### src/flspol_defines.svh
// Constants of the flash status polling controller
`ifndef FLSPOL_DEFINES_SVH
`define FLSPOL_DEFINES_SVH
// ***********************************
// Register offsets and reset values
// ***********************************
`define FLSPOL_OFF_CTRL 5'h00
`define FLSPOL_OFF_ADDR 5'h04
`define FLSPOL_OFF_DATA 5'h08
`define FLSPOL_OFF_STAT 5'h0c
`define FLSPOL_OFF_RDAT 5'h10
`define FLSPOL_ADDR_RST 32'h0000_0000
`define FLSPOL_DATA_RST 32'h0000_0000
// ***********************************
// Control and status fields
// ***********************************
`define FLSPOL_CTRL_START 0
`define FLSPOL_CTRL_OP_LSB 1
`define FLSPOL_CTRL_OP_MSB 3
`define FLSPOL_ST_BUSY 0
`define FLSPOL_ST_DONE 1
`define FLSPOL_ST_FAIL 2
`define FLSPOL_ST_ERRLOCK 3
`define FLSPOL_ST_ABTLOCK 4
`define FLSPOL_ST_REFUSED 5
`define FLSPOL_ST_RDYBSY 6
`define FLSPOL_ST_ETIMER 7
`define FLSPOL_ST_BYTE_LSB 8
// ***********************************
// Flash status byte, address width, commands and bus timing
// ***********************************
`define FLSPOL_DQ_POLL 7
`define FLSPOL_DQ_TOGGLE 6
`define FLSPOL_DQ_ERROR 5
`define FLSPOL_DQ_ETIMER 3
`define FLSPOL_DQ_ABORT 1
`define FLSPOL_AW 27
`define FLSPOL_CMD_RDRST 16'h00f0
`define FLSPOL_UNLK1_ADDR 27'h000_0555
`define FLSPOL_UNLK1_DATA 16'h00aa
`define FLSPOL_UNLK2_ADDR 27'h000_02aa
`define FLSPOL_UNLK2_DATA 16'h0055
`define FLSPOL_PHASE_CYC 4
`define FLSPOL_RST_CYC 20
`endif

### src/flspol_pkg.sv
// Types of the flash status polling controller
package flspol_pkg;
   typedef enum logic [2:0] {
      OP_READ, OP_WRITE, OP_POLL_DATA, OP_POLL_TOGGLE,
      OP_READ_RESET, OP_ABORT_RESET, OP_PIN_RESET, OP_NONE
   } flspol_op_type;
   typedef struct packed {
      logic chipEnN;
      logic outEnN;
      logic wrEnN;
      logic [26:0] addr;
   } flspol_pins_type;
   typedef struct packed {
      logic write;
      logic [26:0] addr;
      logic [15:0] data;
   } flspol_req_type;
endpackage : flspol_pkg

### src/flspol_cycle.sv
// One asynchronous flash bus read or write cycle
`timescale 1ns/1ps
`include "flspol_defines.svh"
module flspol_cycle import flspol_pkg::*; #(
   parameter int PHASE_CYC = `FLSPOL_PHASE_CYC
) (
   input wire logic clock,
   input wire logic rst,
   input wire flspol_req_type req,
   input wire logic reqValid,
   output logic reqReady,
   output logic done,
   output logic [15:0] rdData,
   output flspol_pins_type pins,
   output logic [15:0] dqOut,
   output logic dqOe,
   input wire logic [15:0] dqIn
);
   typedef enum {C_IDLE, C_SETUP, C_STROBE, C_HOLD} flspol_cstate_type;
   flspol_cstate_type stateReg;
   logic [7:0] cntReg;
   logic writeReg;
   logic phaseEnd;

   if (PHASE_CYC < 1 || PHASE_CYC > 255)
   begin : g_check
      $error("PHASE_CYC out of range");
   end

   assign reqReady = (stateReg == C_IDLE);
   assign phaseEnd = (cntReg == 8'(PHASE_CYC - 1));

   always_ff @(posedge clock or posedge rst)
   begin
      if (rst)
      begin
         stateReg <= C_IDLE;
         cntReg <= 8'h00;
         writeReg <= 1'b0;
         done <= 1'b0;
      end
      else
      begin
         done <= 1'b0;
         cntReg <= phaseEnd ? 8'h00 : cntReg + 8'h01;
         case (stateReg)
            C_IDLE:
            begin
               cntReg <= 8'h00;
               if (reqValid)
               begin
                  stateReg <= C_SETUP;
                  writeReg <= req.write;
               end
            end
            C_SETUP: if (phaseEnd) stateReg <= C_STROBE;
            C_STROBE: if (phaseEnd) stateReg <= C_HOLD;
            C_HOLD:
            begin
               if (phaseEnd)
               begin
                  stateReg <= C_IDLE;
                  done <= 1'b1;
               end
            end
            default: stateReg <= C_IDLE;
         endcase
      end
   end

   // Pin drive; data held from setup through hold on writes
   always_ff @(posedge clock or posedge rst)
   begin
      if (rst)
      begin
         pins <= '{chipEnN: 1'b1, outEnN: 1'b1, wrEnN: 1'b1, addr: '0};
         dqOut <= 16'h0000;
         dqOe <= 1'b0;
      end
      else if (stateReg == C_IDLE && reqValid)
      begin
         pins.chipEnN <= 1'b0;
         pins.addr <= req.addr;
         dqOut <= req.data;
         dqOe <= req.write;
      end
      else if (stateReg == C_SETUP && phaseEnd)
      begin
         pins.outEnN <= writeReg;
         pins.wrEnN <= !writeReg;
      end
      else if (stateReg == C_STROBE && phaseEnd)
      begin
         pins.chipEnN <= 1'b1;
         pins.outEnN <= 1'b1;
         pins.wrEnN <= 1'b1;
      end
      else if (stateReg == C_HOLD && phaseEnd)
      begin
         dqOe <= 1'b0;
      end
   end

   always_ff @(posedge clock or posedge rst)
   begin
      if (rst)
         rdData <= 16'h0000;
      else if (stateReg == C_STROBE && phaseEnd && !writeReg)
         rdData <= dqIn;
   end
endmodule : flspol_cycle

### src/flspol_host.sv
// Host controller polling a parallel flash for program/erase status
`timescale 1ns/1ps
`include "flspol_defines.svh"
module flspol_host import flspol_pkg::*; #(
   parameter int PHASE_CYC = `FLSPOL_PHASE_CYC,
   parameter int RST_CYC = `FLSPOL_RST_CYC
) (
   input wire logic clock,
   input wire logic rst,
   input wire logic [4:0] awaddr,
   input wire logic awvalid,
   output logic awready,
   input wire logic [31:0] wdata,
   input wire logic [3:0] wstrb,
   input wire logic wvalid,
   output logic wready,
   output logic [1:0] bresp,
   output logic bvalid,
   input wire logic bready,
   input wire logic [4:0] araddr,
   input wire logic arvalid,
   output logic arready,
   output logic [31:0] rdata,
   output logic [1:0] rresp,
   output logic rvalid,
   input wire logic rready,
   output logic chipEnableN,
   output logic outputEnableN,
   output logic writeEnableN,
   output logic resetN,
   output logic [26:0] flashAddr,
   output logic [15:0] dqOut,
   output logic dqOe,
   input wire logic [15:0] dqIn,
   input wire logic readyBusyN
);
   typedef enum {S_IDLE, S_ISSUE, S_WAIT, S_PINRST} flspol_state_type;

   if (RST_CYC < 1 || RST_CYC > 65535)
   begin : g_check
      $error("RST_CYC out of range");
   end

   function automatic logic [2:0] decodeOffset(input logic [4:0] a);
      case (a)
         `FLSPOL_OFF_CTRL: decodeOffset = 3'h0;
         `FLSPOL_OFF_ADDR: decodeOffset = 3'h1;
         `FLSPOL_OFF_DATA: decodeOffset = 3'h2;
         `FLSPOL_OFF_STAT: decodeOffset = 3'h3;
         `FLSPOL_OFF_RDAT: decodeOffset = 3'h4;
         default: decodeOffset = 3'h7;
      endcase
   endfunction : decodeOffset

   function automatic logic [31:0] mergeLanes(input logic [31:0] old,
         input logic [31:0] nw, input logic [3:0] strb);
      for (int i = 0; i < 4; i++)
         mergeLanes[i*8 +: 8] = strb[i] ? nw[i*8 +: 8] : old[i*8 +: 8];
   endfunction : mergeLanes

   flspol_state_type stateReg;
   flspol_op_type opReg;
   flspol_op_type newOp;
   flspol_req_type cycReq;
   flspol_pins_type cycPins;
   logic [31:0] addrReg, dataReg, statusWord;
   logic [15:0] lastReg, cycData, rstCntReg;
   logic [7:0] prevReg, b;
   logic [1:0] stepReg, evStep;
   logic phaseReg, evPhase, evFinish, evFail;
   logic cycReady, cycDone, doneFlag, failFlag, refusedFlag;
   logic errorLock, abortLock;
   logic wrFire, wrCtrl, allowed, startOk, startBad, finish;
   logic [2:0] wrSel;

   // ***********************************
   // AXI4-Lite slave
   // ***********************************
   assign awready = awvalid && wvalid && !bvalid;
   assign wready = awready;
   assign wrFire = awready;
   assign arready = !rvalid;
   assign wrSel = decodeOffset(awaddr);
   assign newOp = flspol_op_type'(wdata[`FLSPOL_CTRL_OP_MSB:`FLSPOL_CTRL_OP_LSB]);
   assign wrCtrl = wrFire && wrSel == 3'h0 && wstrb[0] && wdata[`FLSPOL_CTRL_START];
   // Locks admit only their clearing command or a pin reset
   assign allowed = stateReg == S_IDLE && newOp != OP_NONE
      && (!errorLock || newOp == OP_READ_RESET || newOp == OP_PIN_RESET)
      && (!abortLock || newOp == OP_ABORT_RESET || newOp == OP_PIN_RESET);
   assign startOk = wrCtrl && allowed;
   assign startBad = wrCtrl && !allowed;

   always_ff @(posedge clock or posedge rst)
   begin
      if (rst)
      begin
         bvalid <= 1'b0;
         bresp <= 2'b00;
      end
      else if (wrFire)
      begin
         bvalid <= 1'b1;
         bresp <= (wrSel == 3'h7) ? 2'b10 : 2'b00;
      end
      else if (bready)
         bvalid <= 1'b0;
   end

   always_ff @(posedge clock or posedge rst)
   begin
      if (rst)
      begin
         addrReg <= `FLSPOL_ADDR_RST;
         dataReg <= `FLSPOL_DATA_RST;
      end
      else if (wrFire && wrSel == 3'h1)
         addrReg <= mergeLanes(addrReg, wdata, wstrb);
      else if (wrFire && wrSel == 3'h2)
         dataReg <= mergeLanes(dataReg, wdata, wstrb);
   end

   always_comb
   begin
      statusWord = 32'h0000_0000;
      statusWord[`FLSPOL_ST_BUSY] = (stateReg != S_IDLE);
      statusWord[`FLSPOL_ST_DONE] = doneFlag;
      statusWord[`FLSPOL_ST_FAIL] = failFlag;
      statusWord[`FLSPOL_ST_ERRLOCK] = errorLock;
      statusWord[`FLSPOL_ST_ABTLOCK] = abortLock;
      statusWord[`FLSPOL_ST_REFUSED] = refusedFlag;
      statusWord[`FLSPOL_ST_RDYBSY] = readyBusyN;
      statusWord[`FLSPOL_ST_ETIMER] = lastReg[`FLSPOL_DQ_ETIMER];
      statusWord[`FLSPOL_ST_BYTE_LSB +: 8] = lastReg[7:0];
   end

   always_ff @(posedge clock or posedge rst)
   begin
      if (rst)
      begin
         rvalid <= 1'b0;
         rdata <= 32'h0000_0000;
         rresp <= 2'b00;
      end
      else if (arvalid && arready)
      begin
         rvalid <= 1'b1;
         rresp <= 2'b00;
         case (decodeOffset(araddr))
            3'h0: rdata <= {28'h0000000, opReg, 1'b0};
            3'h1: rdata <= addrReg;
            3'h2: rdata <= dataReg;
            3'h3: rdata <= statusWord;
            3'h4: rdata <= {16'h0000, lastReg};
            default:
            begin
               rdata <= 32'h0000_0000;
               rresp <= 2'b10;
            end
         endcase
      end
      else if (rready)
         rvalid <= 1'b0;
   end

   // ***********************************
   // Operation sequencer
   // ***********************************
   assign b = cycData[7:0];

   // Evaluate each completed flash cycle; only defined bits are looked at
   always_comb
   begin
      evFinish = 1'b0;
      evFail = 1'b0;
      evPhase = phaseReg;
      evStep = stepReg + 2'd1;
      case (opReg)
         OP_POLL_DATA:
         begin
            evStep = 2'd0;
            if (b[`FLSPOL_DQ_POLL] == dataReg[`FLSPOL_DQ_POLL])
               evFinish = 1'b1;
            else if (phaseReg)
            begin
               evFinish = 1'b1;
               evFail = 1'b1;
            end
            else if (b[`FLSPOL_DQ_ERROR] || b[`FLSPOL_DQ_ABORT])
               evPhase = 1'b1;
         end
         OP_POLL_TOGGLE:
         begin
            if (stepReg != 2'd0)
            begin
               evStep = 2'd0;
               if (prevReg[`FLSPOL_DQ_TOGGLE] == b[`FLSPOL_DQ_TOGGLE])
                  evFinish = 1'b1;
               else if (phaseReg)
               begin
                  evFinish = 1'b1;
                  evFail = 1'b1;
               end
               else if (b[`FLSPOL_DQ_ERROR] || b[`FLSPOL_DQ_ABORT])
                  evPhase = 1'b1;
            end
         end
         OP_ABORT_RESET: evFinish = (stepReg == 2'd2);
         default: evFinish = 1'b1;
      endcase
   end

   assign finish = stateReg == S_WAIT && cycDone && evFinish;

   // Poll reads target the address software set up as valid
   always_comb
   begin
      cycReq = '{write: 1'b0, addr: addrReg[26:0], data: dataReg[15:0]};
      case (opReg)
         OP_WRITE: cycReq.write = 1'b1;
         OP_READ_RESET:
         begin
            cycReq.write = 1'b1;
            cycReq.data = `FLSPOL_CMD_RDRST;
         end
         OP_ABORT_RESET:
         begin
            cycReq.write = 1'b1;
            cycReq.addr = (stepReg == 2'd1) ? `FLSPOL_UNLK2_ADDR : `FLSPOL_UNLK1_ADDR;
            case (stepReg)
               2'd0: cycReq.data = `FLSPOL_UNLK1_DATA;
               2'd1: cycReq.data = `FLSPOL_UNLK2_DATA;
               default: cycReq.data = `FLSPOL_CMD_RDRST;
            endcase
         end
         default: cycReq.write = 1'b0;
      endcase
   end

   always_ff @(posedge clock or posedge rst)
   begin
      if (rst)
      begin
         stateReg <= S_IDLE;
         opReg <= OP_NONE;
         stepReg <= 2'd0;
         phaseReg <= 1'b0;
         rstCntReg <= 16'h0000;
      end
      else
      begin
         case (stateReg)
            S_IDLE:
            begin
               if (startOk)
               begin
                  opReg <= newOp;
                  stepReg <= 2'd0;
                  phaseReg <= 1'b0;
                  rstCntReg <= 16'(RST_CYC - 1);
                  stateReg <= (newOp == OP_PIN_RESET) ? S_PINRST : S_ISSUE;
               end
            end
            S_ISSUE: if (cycReady) stateReg <= S_WAIT;
            S_WAIT:
            begin
               if (cycDone)
               begin
                  stepReg <= evStep;
                  phaseReg <= evPhase;
                  stateReg <= evFinish ? S_IDLE : S_ISSUE;
               end
            end
            S_PINRST:
            begin
               rstCntReg <= rstCntReg - 16'h0001;
               if (rstCntReg == 16'h0000)
                  stateReg <= S_IDLE;
            end
            default: stateReg <= S_IDLE;
         endcase
      end
   end

   always_ff @(posedge clock or posedge rst)
   begin
      if (rst)
      begin
         prevReg <= 8'h00;
         lastReg <= 16'h0000;
      end
      else if (cycDone)
      begin
         prevReg <= b;
         lastReg <= cycData;
      end
   end

   always_ff @(posedge clock or posedge rst)
   begin
      if (rst)
      begin
         doneFlag <= 1'b0;
         failFlag <= 1'b0;
         refusedFlag <= 1'b0;
      end
      else
      begin
         if (startOk)
         begin
            doneFlag <= 1'b0;
            failFlag <= 1'b0;
            refusedFlag <= 1'b0;
         end
         else if (startBad)
            refusedFlag <= 1'b1;
         if (finish || (stateReg == S_PINRST && rstCntReg == 16'h0000))
         begin
            doneFlag <= 1'b1;
            failFlag <= finish && evFail;
         end
      end
   end

   // Error and abort locks; set is taken before any clear
   always_ff @(posedge clock or posedge rst)
   begin
      if (rst)
      begin
         errorLock <= 1'b0;
         abortLock <= 1'b0;
      end
      else if (finish && evFail)
      begin
         errorLock <= errorLock || b[`FLSPOL_DQ_ERROR];
         abortLock <= abortLock || b[`FLSPOL_DQ_ABORT];
      end
      else if (stateReg == S_PINRST)
      begin
         errorLock <= 1'b0;
         abortLock <= 1'b0;
      end
      else if (finish && opReg == OP_READ_RESET)
         errorLock <= 1'b0;
      else if (finish && opReg == OP_ABORT_RESET)
         abortLock <= 1'b0;
   end

   // Reset pin held low for the whole pin reset
   always_ff @(posedge clock or posedge rst)
   begin
      if (rst)
         resetN <= 1'b0;
      else
         resetN <= !(startOk && newOp == OP_PIN_RESET)
            && !(stateReg == S_PINRST && rstCntReg != 16'h0000);
   end

   flspol_cycle #(.PHASE_CYC(PHASE_CYC)) u_cycle (
      .clock(clock),
      .rst(rst),
      .req(cycReq),
      .reqValid(stateReg == S_ISSUE),
      .reqReady(cycReady),
      .done(cycDone),
      .rdData(cycData),
      .pins(cycPins),
      .dqOut(dqOut),
      .dqOe(dqOe),
      .dqIn(dqIn)
   );

   assign chipEnableN = cycPins.chipEnN;
   assign outputEnableN = cycPins.outEnN;
   assign writeEnableN = cycPins.wrEnN;
   assign flashAddr = cycPins.addr;
endmodule : flspol_host

### config.mk
export PLATFORM = sky130hd
export DESIGN_NAME = flspol_host
export DESIGN_NICKNAME = d
export VERILOG_FILES = /design/src/flspol_pkg.sv /design/src/flspol_cycle.sv /design/src/flspol_host.sv
export VERILOG_INCLUDE_DIRS = /design/src
export SDC_FILE = /design/constraint.sdc
export NUM_CORES = 1
export LEC_CHECK = 0
export ABC_CLOCK_PERIOD_IN_PS = 8750
export BUFFER_PORTS_ARGS = -buffer_cell sky130_fd_sc_hd__buf_4
export CORE_UTILIZATION = 56
export CTS_BUF_LIST = sky130_fd_sc_hd__clkbuf_16
export DETAILED_ROUTE_END_ITERATION = 10
export HOLD_SLACK_MARGIN = 0.02
export PLACE_DENSITY_LB_ADDON = 0.12
export SKIP_CTS_REPAIR_TIMING = 1
export SLEW_MARGIN = 30
export SYNTH_ARGS = -nofsm -noshare
export SYNTH_HDL_FRONTEND = slang
export SYNTH_SLANG_ARGS = --single-unit
### constraint.sdc
create_clock -name clock -period 8.75 [get_ports clock]
set_input_delay 0.875 -clock clock [delete_from_list [all_inputs] [get_ports clock]]
set_output_delay 0.875 -clock clock [all_outputs]
set_load 0.1 [all_outputs]
==> results.md, run 1 <==
- Commonest cells after routing, fill and taps aside: dfrtp_1, buf_4, nand2_1, mux2_2, o21ai_0
- Compound-Gate Fraction of Synth Area: 12.5%
- CP Capture Point: awready
- CTS tree: yes
- Layout area overhead: 21.4%
- Final Hold Vio Count: 0
- RSZ-0062 raised after global routing: false
- CTS Sinks: 221
- Grt ovf: 0
- DRT Pass-1 Iters: 5
- Worst-Skew Late Latency: 0.50 ns
- Largest family of logic cells by synthesized area: multiplexers
- Clock slew at the register clock pins of the worst setup and hold paths: 0.06 ns
- Critical register-to-register path endpoint: u_cycle.stateReg[1]
- Required @ worst endpoint: 7.88 ns
- Ranking of synthesized cells by area: dfrtp_1, mux2_2, nand2_1, o21ai_0, dfstp_2
- Register area share after synthesis: slightly below 60%
- Crit path kind: reg2out
- Max IR drop VDD: 160 uV
- Wire per inst: 20.0 um
- Clk buf depth: 3
- Worst-Margin Slew: around 0.8 ns
- Post-Synthesis Cells: 806
- Cts bufs inserted: 23
- Post-synth top area cell: dfrtp_1
- Fin nets: between 1000 and 1500
- Total number of vias: 7076
- Minimum clock period: 2.46 ns
- Avg Cell Area, Syn: approximately 12 sq um
- Layout cells sized above 1: between 30% and 40%
- Fmax: 407 MHz
- Placed Instances: 1149
- Antenna violations before repair: 0
- Number of global-route vias before repair: 7120
- Layout Skew: 0.00733 ns
- IO buf count: 156
- I/O pins: between 150 and 200
- First-pass GRT wire length: 38.3 mm
- Initial core utilization: 57.4%
- Worst hold-check path type: reg2reg
- Post-synthesis simple-gate area fraction: 11.3%
- Die Ht: 132 um
- Run status: finished, final reports clean
- Netlist Area Pre-Place: 9510 sq um
- Crit end category: primary output
- H-tree Lvls: 1
- Largest net degree at the start of global routing: 110
- Synth Area in Adders: 1.32%
- Post-synth ARST share: 100%
- Worst Hold Depth: 1
- Slew HR: 48.2%
- Arrival @ worst endpoint: 1.58 ns
- Yosys cell types: 66
- TNS Setup: 0 ns
- Multiplexer share of the synthesized area: 13.4%
- Global-route usage over all layers: 27.8%
- WL final: around 24 mm
- CTS root buf: clkbuf_16
- Initial DRC Count: 477
- Vias per cell: slightly below 6
- Syn. warnings: 0
- Fin crit share: approximately 28%
- Max Slew Vio Count: 0
- Antenna-violating nets left: 0
- Startpoint types: flip-flop
- Full die area: around 18000 sq um
- Max-cap viol count: 0
- Synth Flop Type: dfrtp_1
- Core area: 16600 sq um
- Post-DP HPWL: 16.6 mm
- # setup viols final: 0
- XOR/XNOR Fraction of Synth Area: 0.829%
- Non-Filler Instances: between 1000 and 1500
- Die width: 132 um
- Most common cell after layout, fill and taps aside: dfrtp_1
- Final Wtd Congestion: 0.833
- Leakage: 5.62 nW
- Worst-path fanout max: 7
- DRC: 0
- ANT cells: 0
- R2r worst-path depth: 6
- Post-synth EDFFs: 0
- Reg-to-Reg Start: u_cycle.cntReg[0]
- Flops & latches, synth: 221
- Critical path startpoint: bvalid
- Row Count: 47
- Reg-to-reg slack, setup: roughly 6.4 ns
- Synth top area share: 56.5%
- Pwr Density: 185 nW/um^2
area by class of cell:
type	instances	area [sq um]
fill	1209	5040
tap	220	275
clock buffer	23	576
inverter	13	56.3
clock inverter	16	120
timing repair buffer	161	1210
sequential	221	5540
multi-input combinational	534	3770
critical path: stages, from the launching register on:
cell,delay (ns)
dfrtp_1,0.39
and3b_1,0.35
buf_4,0.34
power by group:
group	switching [mW]	internal, mW	leakage (nW)
Clock	0.383	0.533	0.359
Combinational	0.0920	0.0541	2.34
Sequential	0.0228	1.05	2.92
synthesized netlist by cell type (3+ instances only):
master,instances
nand3_1,14
ha_1,10
and3b_1,3
dfrtp_1,215
a22oi_1,20
dfstp_2,6
clkbuf_1,27
nor2_1,26
a21o_1,12
o22a_1,3
or2_2,3
nand2_1,111
inv_1,13
buf_2,4
nor3_1,15
buf_4,5
a21oi_1,24
mux2_4,10
nand3b_1,3
xor2_1,6
mux2_2,86
o21ai_0,74
nor4_1,3
and2_1,4
a222oi_1,11
mux2_1,4
nand2b_1,4
nor2b_1,7
and3_1,5
mux2i_1,11
a221oi_1,5
a22o_1,16
or3_1,4
xnor2_1,3
how the worst min path moves through the flow:
| stage | endpoint | slack [ns] | start |
|---|---|---|---|
| finish | rstCntReg[14] | 0.47 | rstCntReg[14] |
| CTS | rstCntReg[15] | 0.48 | rstCntReg[15] |
| detailed placement | rstCntReg[14] | 0.47 | rstCntReg[14] |
| floorplan | rstCntReg[14] | 0.44 | rstCntReg[14] |
| global route | rstCntReg[14] | 0.50 | rstCntReg[14] |
| global placement | rstCntReg[14] | 0.46 | rstCntReg[14] |
routing by layer:
layer | vias to the layer above | GRT usage, % | wire length, um
li1 | 3205 | - | -
met1 | 3577 | 37.6 | 9910
met4 | 0 | 8.24 | 593
met5 | - | 0 | 0
met2 | 252 | 46.7 | 11800
met3 | 42 | 4.08 | 1440
logic make-up (layout without fill, tap and decap cells):
logic type | after synthesis | in the layout
fa+ha+maj | 10 | 10
mux | 111 | 111
buf+inv | 52 | 213
other cells | 1 | 2
xor+xnor | 9 | 9
compound gates | 183 | 183
flops | 221 | 221
simple gates | 219 | 219
sequential cells by signal, summed over array words and instances (netlist names), 2 cells and up:
register	count
addrReg	32
u_cycle.pins	30
dataReg	32
u_cycle.dqOut	16
stateReg	2
rstCntReg	16
stepReg	2
opReg	3
rdata	32
lastReg	16
u_cycle.cntReg	8
u_cycle.rdData	16
u_cycle.stateReg	2
through the flow:
step	utilization, %	power, mW	instance area [sq um]	hold WS [ns]	worst slack (ns)
finish	69.6	2.13	11500	0.474	6.29
CTS	69.6	2.15	11500	0.483	6.27
detailed placement	65.4	1.24	10800	0.471	5.80
floorplan	-	1.18	9520	0.440	1.84
global route	69.6	2.20	11500	0.503	6.21
global placement	65.4	1.23	10800	0.456	5.68
(Power assumes the default switching activity.)
==> inputs of run 2 (changes only) <==
Settings changed: ABC_CLOCK_PERIOD_IN_PS 8750 to 2080, CORE_UTILIZATION 56 to 51.
Clock period 8.75 ns to 2.08 ns, I/O delays scaled along.
==> run 2 against run 1 <==
Against the previous run:
- the flow now finishes with violations (DRC)
- clock-buffer cell count up 1
- clock skew up 0.015 ns
- flip-flop and latch count unchanged
- worst hold slack worse by 0.45 ns
- wire length up 0.21%
- combinational power rose to 4.9 times the previous value
- global-route usage down 2.9 points
- die area up 9.7%
- largest cell class unchanged
==> results.md, run 2 (synthesized netlist as in run 1, its figures left out) <==
- Worst-path fanout max: 8 (was 7)
- Die Ht: 139 um (was 132 um)
- Layout cells sized above 1: 32.7% (was 32.1%)
- Max Slew Vio Count: 0 (unchanged)
- Slew HR: 55.7% (was 48.2%)
- IO buf count: 156 (unchanged)
- Final Hold Vio Count: 0 (unchanged)
- Arrival @ worst endpoint: 2.46 ns (was 1.58 ns)
- Worst path bufs/invs: 0 (was 1)
- CTS Sinks: 221 (unchanged)
- First-pass GRT wire length: 37.4 mm (was 38.3 mm)
- Total number of vias: 7138 (was 7076)
- Placed Instances: 1186 (was 1149)
- ANT cells: 0 (unchanged)
- Leakage: 6.05 nW (was 5.62 nW)
- Clk buf depth: 3 (unchanged)
- CTS tree: yes (unchanged)
- WL final: 23.8 mm (about the same)
- DRT Pass-1 Iters: 11 (was 5)
- RSZ-0062 raised after global routing: true (was false)
- Initial core utilization: 52.4% (was 57.4%)
- Fin nets: 1120 (was 1034)
- Post-layout util: 68.4% (was 69.6%)
- Startpoint types: flip-flop (unchanged)
- Fin crit share: 98.7%
- Vias per cell: 5.55 (was 5.96)
- H-tree Lvls: 1 (unchanged)
- Die width: 139 um (was 132 um)
- Non-Filler Instances: 1287 (was 1188)
- Most common cell after layout, fill and taps aside: dfrtp_1 (unchanged)
- Antenna violations before repair: 0 (unchanged)
- CP cell instances: and3b_1 > nand3b_1 > nor3b_4 > nand2_1 > mux2_2 (was and3b_1 > buf_4)
- Required @ worst endpoint: 2.49 ns (was 7.88 ns)
- Worst-Skew Late Latency: 0.52 ns (was 0.50 ns)
- Final Hold Slack: 0.0228 ns (was 0.474 ns)
- Max IR drop VDD: 655 uV (was 160 uV)
- Clock slew at the register clock pins of the worst setup and hold paths: 0.06 ns (about the same)
- Largest net degree at the start of global routing: 75 (was 110)
- Full die area: 19200 sq um (was 17500 sq um)
- Max-cap viol count: 0 (unchanged)
- Critical path startpoint: bvalid (unchanged)
- Number of global-route vias before repair: 6979 (was 7120)
- FILL cells: 1388 (was 1209)
- Row Count: 49 (was 47)
- Core area: 18100 sq um (was 16600 sq um)
- Fmax: 487 MHz
- Largest delay share family, worst path: simple AND/OR/NAND/NOR gates (was flip-flops)
- DRC: 18 (was 0)
- Worst-Margin Slew: 0.664 ns (was 0.777 ns)
- Crit path largest cell delay: 0.39 ns (about the same)
- Cts bufs inserted: 24 (was 23)
- Hold_sp: awaddr[0] (was rstCntReg[14])
- Grt ovf: 0 (unchanged)
- Commonest cells after routing, fill and taps aside: dfrtp_1, buf_4, nand2_1, mux2_2, o21ai_0 (unchanged)
- CP max-delay cell: dfrtp_1 (unchanged)
- Layout area overhead: 30.5% (was 21.4%)
- Global-route usage over all layers: 24.9% (was 27.8%)
- Antenna-violating nets left: 0 (unchanged)
- Final Wtd Congestion: 0.836 (was 0.833)
- Crit path kind: reg2reg (was reg2out)
- Run status: complete, but fails checks (was finished, final reports clean)
- CTS root buf: clkbuf_16 (unchanged)
- Layout Skew: 0.0226 ns (was 0.00733 ns)
- Biggest regs: addrReg: 32 flops, dataReg: 32 flops, rdata: 32 flops (unchanged)
- Pwr Density: 734 nW/um^2 (was 185 nW/um^2)
- Initial DRC Count: 417 (was 477)
- Wire per inst: 18.5 um (was 20.0 um)
- I/O pins: 159 (unchanged)
- Failing checks: DRC
- Crit end category: flip-flop (was primary output)
- Worst hold-check path type: in2reg (was reg2reg)
- Minimum clock period: 2.05 ns
- Reg-to-Reg Start: bvalid (was u_cycle.cntReg[0])
- # setup viols final: 0 (unchanged)
- Post-DP HPWL: 16.5 mm (was 16.6 mm)
[run 2: cell count changes in the layout (fill, tap and decap cells not counted), sizes merged]
cell and delta:
clkinv -2, dlygate4sd3 +52, clkinvlp +2, clkbuf +1, buf +33, bufinv -1
inv +5
[run 2: final timing paths]
check	endpoint	slack [ns]	depth (start not counted)
setup / recovery	dataReg[19]	0.03	5
max in group asynchronous	u_cycle.cntReg[4]	0.99	5
hold / removal	bresp[1]	0.02	3
min in group asynchronous	addrReg[29]	0.36	4
hold reg to reg	rstCntReg[14]	0.47	1
setup reg to reg	dataReg[19]	0.03	5
[run 2: power breakdown]
part	internal [mW]	total, mW	switching [mW]
Combinational	0.311	0.722	0.411
Clock	2.22	3.89	1.67
Sequential	4.42	4.51	0.0909
Total	6.94	9.12	2.17
[run 2: worst register-to-register path: stages (launching register included)]
cell      delay (ns)
dfrtp_1         0.39
and3b_1         0.27
nand3b_1        0.20
nor3b_4         0.37
nand2_1         0.34
mux2_2          0.37
[run 2: through the flow]
stage / total power [mW] / area (sq um) / setup slack [ns] / setup TNS [ns]
final: 9.12 / 12400 / 0.0268 / 0
after global routing: 9.45 / 12400 / -0.0954 / -3.14
after CTS: 9.13 / 11800 / -0.0469 / -0.755
after detailed placement: 5.23 / 11100 / -0.0398 / -0.443
after global placement: 5.22 / 11100 / 0.000964 / 0
after floorplan: 4.96 / 9530 / -1.01 / -263.12
[run 2: area by class of cell]
type | count | area [sq um] | area share (%)
well taps | 229 | 287 | 2.31
repair buffers | 246 | 2030 | 16.3
flip-flops and latches | 221 | 5540 | 44.6
clock inverters | 20 | 123 | 0.987
inverters | 13 | 52.6 | 0.423
clock buffers | 24 | 601 | 4.84
multi-input cells | 534 | 3790 | 30.5
[run 2: per-layer routing]
metal / vias up / global-route usage, % / wire (um)
met5: - / 0 / 0
met4: 0 / 8.28 / 661
met3: 41 / 3.52 / 1260
met2: 201 / 40.2 / 11300
met1: 3526 / 34.8 / 10600
li1: 3370 / - / -
==> inputs of run 3 (changes only) <==
Settings changed: CTS_BUF_LIST sky130_fd_sc_hd__clkbuf_16 to unset.
==> run 3 against run 2 <==
Against the previous run:
- the run still ends with DRC left
- via count fell by 0.24%
- clock power rose by 5%
- non-clock buffer count stayed put
- critical path depth did not move
- die area unchanged
- total power up 2.2%
- first-iteration DRC count fell by 7.2%
- sequential power hardly changed
- flip-flop and latch count stayed put
- core utilization up 0.22 points
- critical endpoint is now dataReg[30]
- largest cell class unchanged
- largest power group unchanged
- highest routed layer unchanged
==> results.md, run 3 (synthesized netlist as in run 1, its figures left out) <==
- Run status: complete, but fails checks (unchanged)
- Failing checks: DRC (unchanged)
- Comb power frac: 7.8% (was 7.9%)
- Biggest regs: addrReg: 32 flops, dataReg: 32 flops, rdata: 32 flops (unchanged)
- Startpoint types: flip-flop (unchanged)
- Most common cell after layout, fill and taps aside: dfrtp_1 (unchanged)
- Layout cells sized above 1: 33.1% (was 32.7%)
- Fmax: 486 MHz (was 487 MHz)
- Antenna violations before repair: 0 (unchanged)
- CTS root buf: clkbuf_16 (unchanged)
- DRT Pass-1 Iters: 11 (unchanged)
- H-tree Lvls: 1 (unchanged)
- Antenna-violating nets left: 0 (unchanged)
- CP max-delay cell: dfrtp_1 (unchanged)
- Post-DP HPWL: 16.5 mm (unchanged)
- Fin crit share: 99.0% (was 98.7%)
- Int Pwr: 7.14 mW (was 6.94 mW)
- Number of global-route vias before repair: 6973 (was 6979)
- Initial DRC Count: 387 (was 417)
- Slew HR: 56.5% (was 55.7%)
- Vias per cell: 5.53 (was 5.55)
- Crit end category: flip-flop (unchanged)
- FILL cells: 1381 (was 1388)
- Final Wtd Congestion: 0.836 (unchanged)
- Final Hold Vio Count: 0 (unchanged)
- Crit path largest cell delay: 0.39 ns (about the same)
- Max Slew Vio Count: 0 (unchanged)
- DRC: 18 (unchanged)
- Grt ovf: 0 (unchanged)
- Full die area: 19200 sq um (unchanged)
- Worst-Skew Late Latency: 0.53 ns (was 0.52 ns)
- Cts bufs inserted: 24 (unchanged)
- Commonest cells after routing, fill and taps aside: dfrtp_1, buf_4, nand2_1, mux2_2, o21ai_0 (unchanged)
- CTS tree: yes (unchanged)
- WL final: 23.9 mm (was 23.8 mm)
- CTS Sinks: 221 (unchanged)
- Placed Instances: 1186 (unchanged)
- ANT cells: 0 (unchanged)
- Clk buf depth: 3 (unchanged)
- Tot Pwr: 9.31 mW (was 9.12 mW)
- Row Count: 49 (unchanged)
- Max IR drop VDD: 663 uV (was 655 uV)
- Part of the power in registers: 48.4% (was 49.4%)
- Die Ht: 139 um (unchanged)
- RSZ-0062 raised after global routing: true (unchanged)
- Minimum clock period: 2.06 ns (was 2.05 ns)
- Non-Filler Instances: 1287 (unchanged)
- I/O pins: 159 (unchanged)
- Post-layout util: 68.7% (was 68.4%)
- Layout Skew: 0.0193 ns (was 0.0226 ns)
- Worst-path fanout max: 8 (unchanged)
- Total number of vias: 7121 (was 7138)
- Required @ worst endpoint: 2.49 ns (about the same)
- TNS Setup: 0 ns (unchanged)
- CP cell instances: and3b_1 > nand3b_1 > nor3b_4 > nand2_1 > mux2_2 (unchanged)
- IO buf count: 156 (unchanged)
- Core area: 18100 sq um (unchanged)
- # setup viols final: 0 (unchanged)
- Worst-Margin Slew: 0.653 ns (was 0.664 ns)
- Wire per inst: 18.6 um (was 18.5 um)
- DP Worst Slack: -0.0398 ns (unchanged)
- Leakage: 6.04 nW (was 6.05 nW)
- Layout area overhead: 31.0% (was 30.5%)
- Initial core utilization: 52.4% (unchanged)
- Clock power share: 43.8% (was 42.6%)
- Critical path startpoint: bvalid (unchanged)
- Pwr Density: 748 nW/um^2 (was 734 nW/um^2)
- Reg-to-Reg Start: bvalid (unchanged)
- Worst hold-check path type: in2reg (unchanged)
- First-pass GRT wire length: 37.3 mm (was 37.4 mm)
- Arrival @ worst endpoint: 2.47 ns (was 2.46 ns)
- Sw power: 2.18 mW (was 2.17 mW)
- Die width: 139 um (unchanged)
- Post-route setup slack: 0.0217 ns (was 0.0268 ns)
- Hold_sp: awaddr[0] (unchanged)
- Sw Share: 23.4% (was 23.8%)
- Crit path kind: reg2reg (unchanged)
- Clock slew at the register clock pins of the worst setup and hold paths: 0.06 ns (about the same)
- Worst path bufs/invs: 0 (unchanged)
- Fin nets: 1120 (unchanged)
- Largest delay share family, worst path: simple AND/OR/NAND/NOR gates (unchanged)
- Largest net degree at the start of global routing: 75 (unchanged)
- Global-route usage over all layers: 24.8% (was 24.9%)
- Max-cap viol count: 0 (unchanged)
## run 3: cell types whose count changed in the layout (fill, tap and decap cells not counted), sizes merged
| cell | change |
|---|---|
| inv | -9 |
| clkinv | -4 |
| clkbuf | +13 |
## run 3: final cells by class
cell class                 count  area [sq um]  share of cell area (%)
clock buffer                  37           689                    5.53
inverter                      13          52.6                   0.422
timing repair buffer         246          2030                    16.3
clock inverter                 7          73.8                   0.592
multi-input combinational    534          3790                    30.4
sequential                   221          5540                    44.4
tap                          229           287                    2.30
## run 3: worst register-to-register path, delay by kind of cell, from the launching register on
kind | cells | cell delay [ns]
flip-flops | 1 | 0.39
multiplexers | 1 | 0.37
AND/OR/NAND/NOR | 4 | 1.18
## run 3: final timing paths
kind / slack [ns] / cells past startpoint / endpoint
setup / recovery: 0.02 / 5 / dataReg[30]
hold / removal: 0.02 / 3 / bresp[1]
setup reg to reg: 0.02 / 5 / dataReg[30]
hold reg to reg: 0.47 / 1 / rstCntReg[14]
max in group asynchronous: 0.99 / 5 / u_cycle.cntReg[4]
min in group asynchronous: 0.36 / 4 / addrReg[29]
## run 3: metrics by stage
stage / instance area, sq um / hold WS [ns]
floorplan: 9530 / 0.296
CTS: 11900 / -0.195
global placement: 11100 / 0.352
detailed placement: 11100 / 0.353
finish: 12500 / 0.0218
global route: 12500 / 0.0293
## run 3: power groups by stage
stage               sequential [mW]  combinational, mW  clock, mW
floorplan                      4.64              0.316          0
global placement               4.58              0.637          0
detailed placement             4.58              0.645          0
CTS                            4.51              0.648       4.18
global route                   4.52              0.779       4.35
finish                         4.51              0.723       4.08
## run 3: routing by layer
metal | wire [um] | GRT usage, % | vias up
met1 | 10600 | 34.7 | 3528
met5 | 0 | 0 | -
met2 | 11400 | 40.1 | 187
li1 | - | - | 3367
met3 | 1310 | 3.63 | 39
met4 | 614 | 8.16 | 0
